===== src/hdl/sleep_pkg.sv =====
// Package of constants, types and register map for the sleep and clock gating controller.
package sleep_pkg;

    // ****************************************************************
    // Register map, word aligned byte addresses on the Avalon bus.
    // ****************************************************************
    localparam logic [3:0] ADDR_SLEEP_CTRL = 4'h0;
    localparam logic [3:0] ADDR_POWER_RED = 4'h4;
    localparam logic [3:0] ADDR_STATUS = 4'h8;
    localparam logic [3:0] ADDR_INPUT_DIS = 4'hC;

    // Field positions of the sleep control register, then the power reduction and input pin widths.
    localparam int SE_BIT = 0;
    localparam int SM_LSB = 1;
    localparam int SM_W = 2;
    localparam int PR_W = 6;
    localparam int PIN_W = 16;

    localparam logic [31:0] UNMAPPED_DATA = 32'h0000_0000;

    // ****************************************************************
    // Sleep mode codes and the controller state.
    // ****************************************************************
    localparam logic [1:0] MODE_IDLE = 2'h0;
    localparam logic [1:0] MODE_ADC_NR = 2'h1;
    localparam logic [1:0] MODE_PWR_DOWN = 2'h2;
    localparam logic [1:0] MODE_PWR_SAVE = 2'h3;

    typedef enum logic [1:0] {
        ST_ACTIVE = 2'b00,
        ST_SLEEP = 2'b01,
        ST_RESTART = 2'b11,
        ST_HALT = 2'b10
    } sleep_state_t;

    // ****************************************************************
    // Timing.
    // ****************************************************************
    localparam int WAKE_HALT_CYCLES = 4;
    localparam int CLK_MHZ = 250;
    // Reset time-out choices in microseconds, picked by the clock-source fuses.
    localparam int TOUT_SHORT_US = 4;
    localparam int TOUT_LONG_US = 64;
    localparam int TOUT_SHORT_CYC = TOUT_SHORT_US * CLK_MHZ;
    localparam int TOUT_LONG_CYC = TOUT_LONG_US * CLK_MHZ;
    localparam int CNT_W = 16;

    // ****************************************************************
    // Carriers.
    // ****************************************************************
    typedef struct packed {
        logic cpu;
        logic flash;
        logic io;
        logic adc;
        logic asy;
        logic main_osc;
    } clk_en_t;

    typedef struct packed {
        logic adc_done;
        logic ext_reset;
        logic wdt;
        logic brownout;
        logic start_cond;
        logic timer0_ovf;
        logic timer0_cmp;
        logic mem_ready;
        logic ext_level;
        logic pin_change;
    } wake_src_t;

endpackage : sleep_pkg


===== src/hdl/sleep_ctrl.sv =====
// Sleep mode controller with clock domain gating and Avalon register slave.
//
// Function
// RULE1: Sleep only when enable bit is set.
// RULE2: Halt core four cycles after clock start.
// RULE3: Mode 01 stops CPU, flash, I/O clocks.
// RULE4: Noise reduction keeps ADC, irqs, timers, watchdog.
// RULE5: Noise reduction entry starts enabled conversion.
// RULE6: Noise reduction wake sources limited list.
// RULE7: Mode 10 power-down stops external oscillator.
// RULE8: Power-down wake sources limited list.
// RULE9: Power-down halts all generated clocks.
// RULE10: External level wake must be held.
// RULE11: Deep wake waits fuse-selected time-out.
// RULE12: Mode 11 power-save keeps async timer.
// RULE13: Timer 0 wakes power-save when enabled.
// RULE14: Synchronous timer 0 undefined after power-save.
// RULE15: Power-save stops all but async clock.
// RULE16: Reduction bit stops peripheral clock, blocks access; an asynchronous timer 0 keeps its clock.
// RULE17: Clearing reduction bit resumes frozen state.
// RULE18: Peripheral gating acts in active and idle.
// RULE19: Converter stays enabled; re-enable means extended.
// RULE20: Deep modes disable analog comparator.
// RULE21: Reference on while any user needs it.
// RULE22: Input buffers off when I/O, ADC stopped.
// RULE23: Fused brown-out detector active in sleep.
// RULE24: Enabled watchdog runs in all modes.
// RULE25: Debug enable keeps main clock running.
// RULE26: Mode latched at sleep until wake.
`timescale 1ns/1ps
`default_nettype none
module sleep_ctrl
#(
    parameter int N_PERIPH = sleep_pkg::PR_W,
    parameter int N_PINS = sleep_pkg::PIN_W,
    parameter int TOUT_SHORT = sleep_pkg::TOUT_SHORT_CYC,
    parameter int TOUT_LONG = sleep_pkg::TOUT_LONG_CYC
)
(
    input wire logic mclk,
    input wire logic arst_n,
    // Avalon-MM slave.
    input wire logic [3:0] avs_address,
    input wire logic avs_read,
    input wire logic avs_write,
    input wire logic [31:0] avs_writedata,
    input wire logic [3:0] avs_byteenable,
    output logic [31:0] avs_readdata,
    output logic avs_waitrequest,
    // Core side.
    input wire logic sleep_instr,
    input wire logic global_irq_en,
    output logic core_halt,
    // Wake sources, on the same clock.
    input wire sleep_pkg::wake_src_t wake_src,
    input wire logic timer0_async_select,
    input wire logic [1:0] timer0_irq_mask,
    // Configuration levels.
    input wire logic clock_source_fuses,
    input wire logic debug_enable_fuse,
    input wire logic brownout_fuse_en,
    input wire logic adc_enable,
    input wire logic acomp_enable,
    input wire logic acomp_uses_ref,
    input wire logic wdt_enable,
    input wire logic [N_PINS-1:0] wake_pin_mask,
    // Clock domain and analog controls.
    output sleep_pkg::clk_en_t clk_en,
    output logic [N_PERIPH-1:0] periph_clk_en,
    output logic [N_PERIPH-1:0] periph_access_ok,
    output logic adc_auto_start,
    output logic adc_extended_next,
    output logic acomp_active,
    output logic vref_on,
    output logic brownout_active,
    output logic wdt_active,
    output logic [N_PINS-1:0] input_buf_en
);
    localparam logic [sleep_pkg::CNT_W-1:0] HALT_CNT =
        sleep_pkg::CNT_W'(sleep_pkg::WAKE_HALT_CYCLES - 1);
    localparam logic [sleep_pkg::CNT_W-1:0] TS_CNT = sleep_pkg::CNT_W'(TOUT_SHORT - 1);
    localparam logic [sleep_pkg::CNT_W-1:0] TL_CNT = sleep_pkg::CNT_W'(TOUT_LONG - 1);

    // ****************************************************************
    // Registers.
    // ****************************************************************
    sleep_pkg::sleep_state_t state_reg, state_next;
    logic sleep_enable_bit_reg;
    logic [1:0] sleep_mode_select_reg;
    logic [1:0] mode_reg;
    logic [N_PERIPH-1:0] power_reduction_reg;
    logic [N_PINS-1:0] input_disable_reg;
    logic [sleep_pkg::CNT_W-1:0] cnt_reg, cnt_next;
    logic adc_en_d_reg;
    logic adc_ext_reg;
    logic [31:0] rdata_reg;
    logic rvalid_reg;

    wire logic wake;
    wire logic enter;
    wire logic deep;
    wire logic io_on;
    wire logic sel_ctrl, sel_pr, sel_stat, sel_idis;
    wire logic [31:0] rdata_mux;

    // ****************************************************************
    // Sleep state machine.
    // ****************************************************************
    assign enter = (state_reg == sleep_pkg::ST_ACTIVE) & sleep_instr
        & sleep_enable_bit_reg; // [RULE1]
    assign deep = (mode_reg == sleep_pkg::MODE_PWR_DOWN)
        | (mode_reg == sleep_pkg::MODE_PWR_SAVE);

    wake_filter u_wake
    (
        .mode(mode_reg),
        .src(wake_src),
        .timer0_async_select(timer0_async_select),
        .timer0_irq_mask(timer0_irq_mask),
        .global_irq_en(global_irq_en),
        .wake(wake)
    );

    always_comb
    begin
        state_next = state_reg;
        cnt_next = cnt_reg;
        unique case (state_reg)
            sleep_pkg::ST_ACTIVE:
            begin
                // Idle mode is kept outside this block; it never enters here.
                if (enter && sleep_mode_select_reg != sleep_pkg::MODE_IDLE)
                begin
                    state_next = sleep_pkg::ST_SLEEP;
                end
            end
            sleep_pkg::ST_SLEEP:
            begin
                if (wake && deep)
                begin
                    state_next = sleep_pkg::ST_RESTART; // [RULE11]
                    cnt_next = clock_source_fuses ? TL_CNT : TS_CNT;
                end
                else if (wake)
                begin
                    state_next = sleep_pkg::ST_HALT; // [RULE2]
                    cnt_next = HALT_CNT;
                end
            end
            sleep_pkg::ST_RESTART:
            begin
                if (cnt_reg == '0)
                begin
                    state_next = sleep_pkg::ST_HALT; // [RULE2]
                    cnt_next = HALT_CNT;
                end
                else
                begin
                    cnt_next = cnt_reg - 1'b1;
                end
            end
            sleep_pkg::ST_HALT:
            begin
                if (cnt_reg == '0)
                begin
                    state_next = sleep_pkg::ST_ACTIVE;
                end
                else
                begin
                    cnt_next = cnt_reg - 1'b1;
                end
            end
        endcase
    end

    always_ff @(posedge mclk or negedge arst_n)
    begin
        if (!arst_n)
        begin
            state_reg <= sleep_pkg::ST_ACTIVE;
            cnt_reg <= '0;
            mode_reg <= sleep_pkg::MODE_IDLE;
        end
        else
        begin
            state_reg <= state_next;
            cnt_reg <= cnt_next;
            if (enter)
            begin
                mode_reg <= sleep_mode_select_reg; // [RULE26]
            end
        end
    end

    // ****************************************************************
    // Clock domains.
    // ****************************************************************
    wire logic asleep = (state_reg == sleep_pkg::ST_SLEEP);
    wire logic restarting = (state_reg == sleep_pkg::ST_RESTART);
    wire logic in_nr = asleep & (mode_reg == sleep_pkg::MODE_ADC_NR);
    wire logic in_deep = (asleep | restarting) & deep;

    assign core_halt = (state_reg != sleep_pkg::ST_ACTIVE);
    assign io_on = ~core_halt | (state_reg == sleep_pkg::ST_HALT);
    // Core and flash stay stopped through the restart and the four halt cycles.
    assign clk_en.cpu = ~core_halt; // [RULE3]
    assign clk_en.flash = ~core_halt; // [RULE3]
    assign clk_en.io = io_on & ~in_nr; // [RULE3] [RULE9] [RULE15]
    assign clk_en.adc = ~in_deep; // [RULE4] [RULE9]
    // Asynchronous timer domain lives on in power-save only among deep modes.
    assign clk_en.asy = ~in_deep | (mode_reg == sleep_pkg::MODE_PWR_SAVE); // [RULE12] [RULE15]
    // Oscillator is stopped until the restart delay begins.
    assign clk_en.main_osc = ~(asleep & deep) | debug_enable_fuse; // [RULE7] [RULE25]

    // Timer 0 keeps its own clock only where the asynchronous domain lives.
    wire logic t0_own_clk = timer0_async_select & clk_en.asy; // [RULE12] [RULE9]

    periph_gate #(.N(N_PERIPH)) u_gate
    (
        .power_reduction_reg(power_reduction_reg),
        .io_clk_on(clk_en.io),
        .timer0_async_select(t0_own_clk),
        .periph_clk_en(periph_clk_en),
        .periph_access_ok(periph_access_ok)
    );

    // ****************************************************************
    // Analog and always-on helpers.
    // ****************************************************************
    assign adc_auto_start = enter & adc_enable
        & (sleep_mode_select_reg == sleep_pkg::MODE_ADC_NR); // [RULE5]
    assign acomp_active = acomp_enable & ~in_deep; // [RULE20]
    assign vref_on = brownout_fuse_en | adc_enable | (acomp_enable & acomp_uses_ref); // [RULE21]
    assign brownout_active = brownout_fuse_en; // [RULE23]
    assign wdt_active = wdt_enable; // [RULE24] [RULE4]
    assign adc_extended_next = adc_ext_reg;
    // Wake pins keep their buffers so level and pin change detection still works.
    assign input_buf_en = ~input_disable_reg
        & (in_deep ? wake_pin_mask : {N_PINS{1'b1}}); // [RULE22]

    always_ff @(posedge mclk or negedge arst_n)
    begin
        if (!arst_n)
        begin
            adc_en_d_reg <= 1'b0;
            adc_ext_reg <= 1'b1;
        end
        else
        begin
            adc_en_d_reg <= adc_enable;
            if (adc_enable && !adc_en_d_reg)
            begin
                adc_ext_reg <= 1'b1; // [RULE19]
            end
            else if (adc_auto_start)
            begin
                adc_ext_reg <= 1'b0;
            end
        end
    end

    // ****************************************************************
    // Avalon slave: one wait cycle on reads, writes complete at once.
    // ****************************************************************
    assign sel_ctrl = (avs_address == sleep_pkg::ADDR_SLEEP_CTRL);
    assign sel_pr = (avs_address == sleep_pkg::ADDR_POWER_RED);
    assign sel_stat = (avs_address == sleep_pkg::ADDR_STATUS);
    assign sel_idis = (avs_address == sleep_pkg::ADDR_INPUT_DIS);
    assign avs_waitrequest = avs_read & ~rvalid_reg;
    assign avs_readdata = rdata_reg;
    assign rdata_mux = sel_ctrl ? {29'h0, sleep_mode_select_reg, sleep_enable_bit_reg}
        : sel_pr ? {{(32 - N_PERIPH){1'b0}}, power_reduction_reg}
        : sel_stat ? {26'h0, periph_access_ok[0], adc_ext_reg, mode_reg, state_reg}
        : sel_idis ? {{(32 - N_PINS){1'b0}}, input_disable_reg}
        : sleep_pkg::UNMAPPED_DATA;

    always_ff @(posedge mclk or negedge arst_n)
    begin
        if (!arst_n)
        begin
            sleep_enable_bit_reg <= 1'b0;
            sleep_mode_select_reg <= sleep_pkg::MODE_IDLE;
            power_reduction_reg <= '0;
            input_disable_reg <= '0;
            rdata_reg <= '0;
            rvalid_reg <= 1'b0;
        end
        else
        begin
            rvalid_reg <= avs_read & ~rvalid_reg;
            if (avs_read && !rvalid_reg)
            begin
                rdata_reg <= rdata_mux;
            end
            if (avs_write && avs_byteenable[0] && sel_ctrl)
            begin
                sleep_enable_bit_reg <= avs_writedata[sleep_pkg::SE_BIT];
                sleep_mode_select_reg <= avs_writedata[sleep_pkg::SM_LSB +: sleep_pkg::SM_W];
            end
            if (avs_write && avs_byteenable[0] && sel_pr)
            begin
                power_reduction_reg <= avs_writedata[N_PERIPH-1:0]; // [RULE16] [RULE17]
            end
            if (avs_write && sel_idis)
            begin
                if (avs_byteenable[0])
                begin
                    input_disable_reg[7:0] <= avs_writedata[7:0];
                end
                if (avs_byteenable[1])
                begin
                    input_disable_reg[15:8] <= avs_writedata[15:8];
                end
            end
        end
    end
endmodule : sleep_ctrl
`default_nettype wire


===== src/hdl/wake_filter.sv =====
// Wake-up source filter: which sources may end the current sleep mode.
`timescale 1ns/1ps
`default_nettype none
module wake_filter
(
    input wire logic [1:0] mode,
    input wire sleep_pkg::wake_src_t src,
    input wire logic timer0_async_select,
    input wire logic [1:0] timer0_irq_mask,
    input wire logic global_irq_en,
    output logic wake
);
    wire logic common_src;
    wire logic t0_ok;
    wire logic adc_nr_ok;
    wire logic down_ok;
    wire logic save_ok;

    // Sources shared by every deep mode.
    assign common_src = src.ext_reset | src.wdt | src.brownout | src.start_cond
        | src.ext_level | src.pin_change;
    // In power-save, timer 0 only wakes when it runs on its own clock, interrupts are enabled and it is unmasked.
    assign t0_ok = timer0_async_select & global_irq_en
        & ((src.timer0_ovf & timer0_irq_mask[0]) | (src.timer0_cmp & timer0_irq_mask[1]));
    assign adc_nr_ok = common_src | src.adc_done | src.mem_ready
        | src.timer0_ovf | src.timer0_cmp; // [RULE6]
    assign down_ok = common_src; // [RULE8]
    assign save_ok = common_src | t0_ok; // [RULE13]

    assign wake = (mode == sleep_pkg::MODE_ADC_NR) ? adc_nr_ok
        : (mode == sleep_pkg::MODE_PWR_DOWN) ? down_ok
        : (mode == sleep_pkg::MODE_PWR_SAVE) ? save_ok
        : 1'b0;
endmodule : wake_filter
`default_nettype wire


===== src/hdl/periph_gate.sv =====
// Per-peripheral clock gate enables and register access blocking.
`timescale 1ns/1ps
`default_nettype none
module periph_gate
#(
    parameter int N = sleep_pkg::PR_W
)
(
    input wire logic [N-1:0] power_reduction_reg,
    input wire logic io_clk_on,
    input wire logic timer0_async_select,
    output logic [N-1:0] periph_clk_en,
    output logic [N-1:0] periph_access_ok
);
    // Bit 2 is timer 0, which keeps its own clock when asynchronous.
    localparam int T0_IDX = 2;

    genvar i;
    generate
        for (i = 0; i < N; i++)
        begin : g_gate
            if (i == T0_IDX)
            begin : g_t0
                // Without its own clock, timer 0 stops with the I/O clock in deep sleep.
                assign periph_clk_en[i] = timer0_async_select
                    | (io_clk_on & ~power_reduction_reg[i]); // [RULE16] [RULE17] [RULE14]
            end
            else
            begin : g_other
                // Gating only matters while the I/O clock runs.
                assign periph_clk_en[i] = io_clk_on & ~power_reduction_reg[i]; // [RULE18]
            end
            assign periph_access_ok[i] = ~power_reduction_reg[i]; // [RULE16]
        end
    endgenerate
endmodule : periph_gate
`default_nettype wire


===== config.mk =====
export PLATFORM = sky130hd
export DESIGN_NAME = sleep_ctrl
export DESIGN_NICKNAME = d
export VERILOG_FILES = /design/src/hdl/sleep_pkg.sv /design/src/hdl/sleep_ctrl.sv /design/src/hdl/wake_filter.sv /design/src/hdl/periph_gate.sv
export SDC_FILE = /design/constraint.sdc
export NUM_CORES = 1
export LEC_CHECK = 0
export BUFFER_PORTS_ARGS = -buffer_cell sky130_fd_sc_hd__buf_2
export CORE_ASPECT_RATIO = 1.4
export CORE_MARGIN = 10
export CORE_UTILIZATION = 35
export DETAILED_ROUTE_END_ITERATION = 10
export GPL_ROUTABILITY_DRIVEN = 0
export PLACE_DENSITY = 0.74
export SLEW_MARGIN = 20
export SYNTH_ARGS = -nofsm -noshare
export SYNTH_HDL_FRONTEND = slang
export SYNTH_SLANG_ARGS = --single-unit

===== constraint.sdc =====
create_clock -name mclk -period 3.2 [get_ports mclk]
set_clock_uncertainty 0.2 [all_clocks]
set_input_delay 0 -clock mclk [delete_from_list [all_inputs] [get_ports mclk]]
set_output_delay 0 -clock mclk [all_outputs]
set_load 0.02 [all_outputs]

## Word-level counts from Yosys, hierarchy flattened

Index checks and enable logic that the tools add are counted.

- Flip-flop bits (word level): 80
- Input bits: 82
- Output and inout bits: 74

- Add/subtract/negate cells: 1
- Equality and inequality tests: 15
- Muxes and demuxes: 22
- Bitwise gates (word level): 54
- Reductions and logical operators: 21

Operator list:

| operator | count |
|---|---|
| 2-to-1 mux 16 bit | 9 |
| one-hot mux 16 bit (3 select lines) | 1 |
| AND 1 bit | 22 |
| OR 1 bit | 19 |
| AND 16 bit | 1 |
| logical NOT 16 bit | 1 |
| inverter 16 bit | 1 |
| subtractor 16 x 1 -> 16 bit, second input constant | 1 |
| 2-to-1 mux 14 bit | 1 |
| inverter 1 bit | 11 |
| 2-to-1 mux 2 bit | 5 |
| == test 2 bit, second input constant | 4 |
| == test 4 bit, second input constant | 2 |
| logical AND 1 bit | 8 |
| one-hot mux 2 bit (4 select lines) | 1 |
| == test 2 x 1 -> 1 bit, second input constant | 3 |
| nonzero test 2 bit | 3 |
| 2-to-1 mux 1 bit | 5 |
| == test 4 x 3 -> 1 bit, second input constant | 1 |
| logical NOT 4 bit | 1 |
| != test 2 x 1 -> 1 bit, second input constant | 2 |
| != test 2 bit, second input constant | 2 |
| AND reduction 2 bit | 2 |
| AND reduction 4 bit | 1 |
| 5 further kinds | 6 |

## Depth between registers and ports, before layout

- Depth after elaboration: 13
- Depth in mapped cells: 10
- Mapped depth without buffers: 8

## Cells and area by module

A second synthesis with hierarchy kept.

- Cell total of the unflattened synthesis: 351
- Area total of the unflattened synthesis: 3572.2 um^2

Modules (own cells, without submodules):

| module | instances | cells each | area each (um^2) | seq. area each (um^2) |
|---|---|---|---|---|
| sleep_ctrl | 1 | 331 | 3427.0 | 1602.8 |
| periph_gate | 1 | 12 | 73.8 | 0.0 |
| wake_filter | 1 | 8 | 71.3 | 0.0 |

## Least setup slack after synthesis

OpenSTA, ideal clock, no wires.

- Path type: flip-flop to flip-flop
- Start: register state_reg[1]
- End: register adc_ext_reg, in the netlist adc_extended_next
- Library setup time: 124 ps
- Arrival: 1926 ps
- Data required time: 2876 ps
- Path slack: 950 ps
- Cell stages (with the launch flop): 5
- Path buffers: 1
- Clock period less this slack: 2250 ps
- Cell sequence: dfrtp_1 clkbuf_1 or2_2 nor4_1 o22ai_1

- Longest elaborated chain between the ends: 6

RTL lines:

| item | line | text |
|---|---|---|
| start, declared | sleep_ctrl.sv:87 | `sleep_pkg::sleep_state_t state_reg, state_next;` |
| start signal, assigned | sleep_ctrl.sv:180 | `state_reg <= sleep_pkg::ST_ACTIVE;` |
| start signal, assigned | sleep_ctrl.sv:186 | `state_reg <= state_next;` |
| logical NOT 2 bit | sleep_ctrl.sv:109 | `assign enter = (state_reg == sleep_pkg::ST_ACTIVE) & sleep_instr` |
| AND 1 bit | sleep_ctrl.sv:109 |  |
| AND 1 bit | sleep_ctrl.sv:110 | `& sleep_enable_bit_reg;` |
| AND 1 bit | sleep_ctrl.sv:230 | `assign adc_auto_start = enter & adc_enable` |
| AND 1 bit | sleep_ctrl.sv:231 | `& (sleep_mode_select_reg == sleep_pkg::MODE_ADC_NR);` |
| net adc_auto_start | sleep_ctrl.sv:71 | `output logic adc_auto_start,` |
| nonzero test 2 bit (no line) | - |  |
| end signal, assigned | sleep_ctrl.sv:246 | `adc_ext_reg <= 1'b1;` |
| end signal, assigned | sleep_ctrl.sv:253 | `adc_ext_reg <= 1'b1;` |
| end signal, assigned | sleep_ctrl.sv:257 | `adc_ext_reg <= 1'b0;` |
| end, declared | sleep_ctrl.sv:95 | `logic adc_ext_reg;` |

The timed path passes the listed nets, and every way through them passes these cells.
A chain may end at the register's enable or synchronous reset.

## Worst setup path after layout

- Start: register cnt_reg[8] (netlist name)
- End: register cnt_reg[12] (netlist name)

- Longest elaborated chain between the ends: 3
- Elaborated cells between the ends (all ways): 7
- Those cells by class: add/sub: 1; eq/ne: 1; mux: 3; reduce/logical: 2

RTL lines:

| item | line | text |
|---|---|---|
| start, declared | sleep_ctrl.sv:93 | `logic [sleep_pkg::CNT_W-1:0] cnt_reg, cnt_next;` |
| start signal, assigned | sleep_ctrl.sv:187 | `cnt_reg <= cnt_next;` |
| subtractor 16 x 1 -> 16 bit or logical NOT 16 bit (tied branches) | - |  |
| 2-to-1 mux 16 bit (tied with other cells) | sleep_ctrl.sv:164 | `if (cnt_reg == '0)` |
| one-hot mux 16 bit (3 select lines) or AND reduction 3 bit (tied branches) | - |  |

Parallel ways exist; a longest one is shown, timed or not. The select of a mux whose other input is x is not followed.

==> results.toml <==
[status]
status = "finished, final reports clean"

[route]
wirelength_um = 10900
postRouteAntennaNets = 0
dr.pass1.iters = 5
vias_per_cell = 5.15
wl_per_cell_um = 17.7
vias = 3171
drt_iter0_drc = 98
post-route-drc-count = 0

[die]
die_x_um = 104
fp-row-count = 42
die_h_um = 138
initial_core_util_pct = 36.1
ios = 156
die_area_sq_um = 14300
fp.coreArea_sq_um = 9560

[clocking]
clk_pin_slew_ns = 0.05
root_buffer = "clkbuf_16"
cts_tree = "done"
cts.path.max_buffers = 2
cts_resized = 0
insertion_delay_ns = 0.32
cts_made_buffers = 9
cts_max_level = 3
cts.sink_count = 64

[grt]
grt_usage_pct = 15.2
antenna_found_initial = 1
grt_pass1_vias = 3263
grt_pass1_wl_um = 17500
overflow = 0
grt_start_max_net_pins = 39

[worst_setup_path]
worst_ep_arrival_time_ns = 2.57
path_class = "register to register"
setup.worst_path.start_class = "register"
path_max_fanout = 14
crit_path_max_incr_delay_ns = 0.56
worst_path_max_delay_cell = "nor4_2"
end_kind = "register"
crit_chain = "nor4_2 > nand4_2 > o21a_1 > a211o_1 > a22o_1"
worstPathRequired_ns = 3.21

[sta]
fin_crit_sh_pct = 79.9
finalCriticalPeriod_ns = 2.56
max_freq_mhz = 391
maxSlewViolCount = 0
tns_ns = 0
relSlewSlack_pct = 43.2
finalHoldViolations = 0
rsz0062_at_grt = "false"
setup_viol = 0
tightestPinTransition_ns = 0.849

[synth]
synth_top_area_cell = "dfrtp_1"
yosysWarnings = 0
synth_compound_area_share_pct = 16.8
synth.mux.area_fraction_pct = 11.1
synth_top_family_by_area = "compound AO/OA/AOI/OAI gates"
synthTopCellsByArea = "dfrtp_1 46%, mux2_2 9.1%, a22o_1 6.1%"
synth_edf_count = 0
synth_top_area_share_pct = 45.6
avgSynthCellArea_sq_um = 10.2
ys_ff_latch = 64
synthXorXnorAreaFrac_pct = 0
ys_seq_area_share_pct = 46.4
synth_cell_type_count = 50
synthSimpleGateAreaFrac_pct = 16.6
syn-instance-count = 340
synthAdderAreaFrac_pct = 0.724
async_flop_share_pct = 100
synth_area_sq_um = 3460
yosys_most_used_dff = "dfrtp_1"

[finish]
fin_nets = 563
fillers = 900
drive_above_1_share_pct = 38.2
diodes = 0
area_growth_pct = 34.0

[power]
finalPower_uw = 3570
powerDensity_nw_per_um2 = 771
p_leak_uw = 0.00226
ir_drop_uv = 366

[place]
dp_hpwl_um = 8470
portBuffers = 119

[hold_path]
hp-class = "input pin to register"

[job]
maxCapViolations = 0
critical path: cells and delay by family, from the launching register on:
| kind | cells | cell delay [ns] |
|---|---|---|
| AOI/OAI and AO/OA | 3 | 0.99 |
| and+or+nand+nor | 2 | 0.83 |
| DFF | 1 | 0.42 |
stage by stage:
step | cell area (sq um) | utilization, % | instances | setup slack, ns | hold WS (ns)
after detailed placement | 4080 | 42.7 | 575 | 0.716 | -0.200
after global placement | 4080 | 42.7 | 575 | 0.789 | -0.200
after floorplan | 3510 | - | 355 | 0.950 | -0.496
after global routing | 4630 | 48.4 | 616 | 0.565 | 0.0421
after CTS | 4630 | 48.4 | 616 | 0.689 | 0.00541
final | 4630 | 48.4 | 616 | 0.643 | 0.0169
report_power, final:
part | internal [uW] | switching (uW)
logic | 577 | 844
registers | 984 | 206
clock network | 622 | 339
routing by layer:
metal  wire length [um]  track usage, %  vias to the layer above
met5                  0               0                        -
met4                210            4.88                        0
met3               1080            5.89                       18
met2               5090            25.4                      180
met1               4540            17.5                     1508
li1                   -               -                     1465
final timing paths:
| check | slack [ns] | start | to | depth (start not counted) |
|---|---|---|---|---|
| hold reg to reg | 0.19 | adc_en_d_reg | adc_extended_next | 1 |
| setup / recovery | 0.64 | cnt_reg[8] | cnt_reg[12] | 5 |
| min in group asynchronous | 0.03 | arst_n | avs_readdata[10] | 2 |
| setup reg to reg | 0.64 | cnt_reg[8] | cnt_reg[12] | 5 |
| hold / removal | 0.02 | avs_byteenable[0] | sleep_mode_select_reg[1] | 4 |
| max in group asynchronous | 1.85 | arst_n | input_disable_reg[2] | 3 |
repair_timing:
item	CTS	global route
buffers inserted	0	0
hold buffers	25	0
hold endpoints to repair	64	0
cell usage after synthesis (7+ instances only):
cell	n
a22o_1	24
inv_1	17
dfrtp_1	63
mux2_2	28
nand2_1	22
clkbuf_1	10
nor2_1	48
o21ai_0	12
buf_4	21
nor3_1	7
a211o_1	13
cell families (layout without fill, tap and decap cells):
| kind of cell | count (synthesis) | count (layout) |
|---|---|---|
| AND/OR/NAND/NOR | 114 | 114 |
| AO/OA/AOI/OAI | 75 | 75 |
| flip-flops | 64 | 64 |
| buffers and inverters | 53 | 182 |
| multiplexers | 31 | 31 |
| adder cells (fa/ha/maj) | 2 | 2 |
| other | 1 | 16 |
cells in the final DEF, fill, tap and decap left out, types with 2 or more instances in the layout:
master           n
a211o_1         13
a211oi_1         2
a21boi_0         2
a22o_1          24
a22oi_1          5
and2_1           2
buf_2          119
buf_4            4
clkbuf_16        9
clkinv_2         2
conb_1          16
dfrtp_1         63
dlygate4sd3_1   25
ha_1             2
inv_1           17
mux2_2          28
mux4_2           3
nand2_1         22
nand2b_1         2
nand3_1          5
nand3b_1         2
nor2_1          48
nor2b_1          2
nor3_1           7
nor4_1           4
nor4_2           2
o21ai_0         12
o22ai_1          5
o31ai_1          5
or2_2            4
or3_1            3
or3b_2           2
area by class of cell:
class	instances	area (sq um)	share of cell area [%]
multi-input cells	238	1620	35.0
flip-flops and latches	64	1600	34.6
repair buffers	148	876	18.9
clock buffers	11	243	5.24
well taps	132	165	3.56
inverters	18	67.6	1.46
clock inverters	5	56.3	1.22
Note: power is estimated with default switching activity, not from simulation.
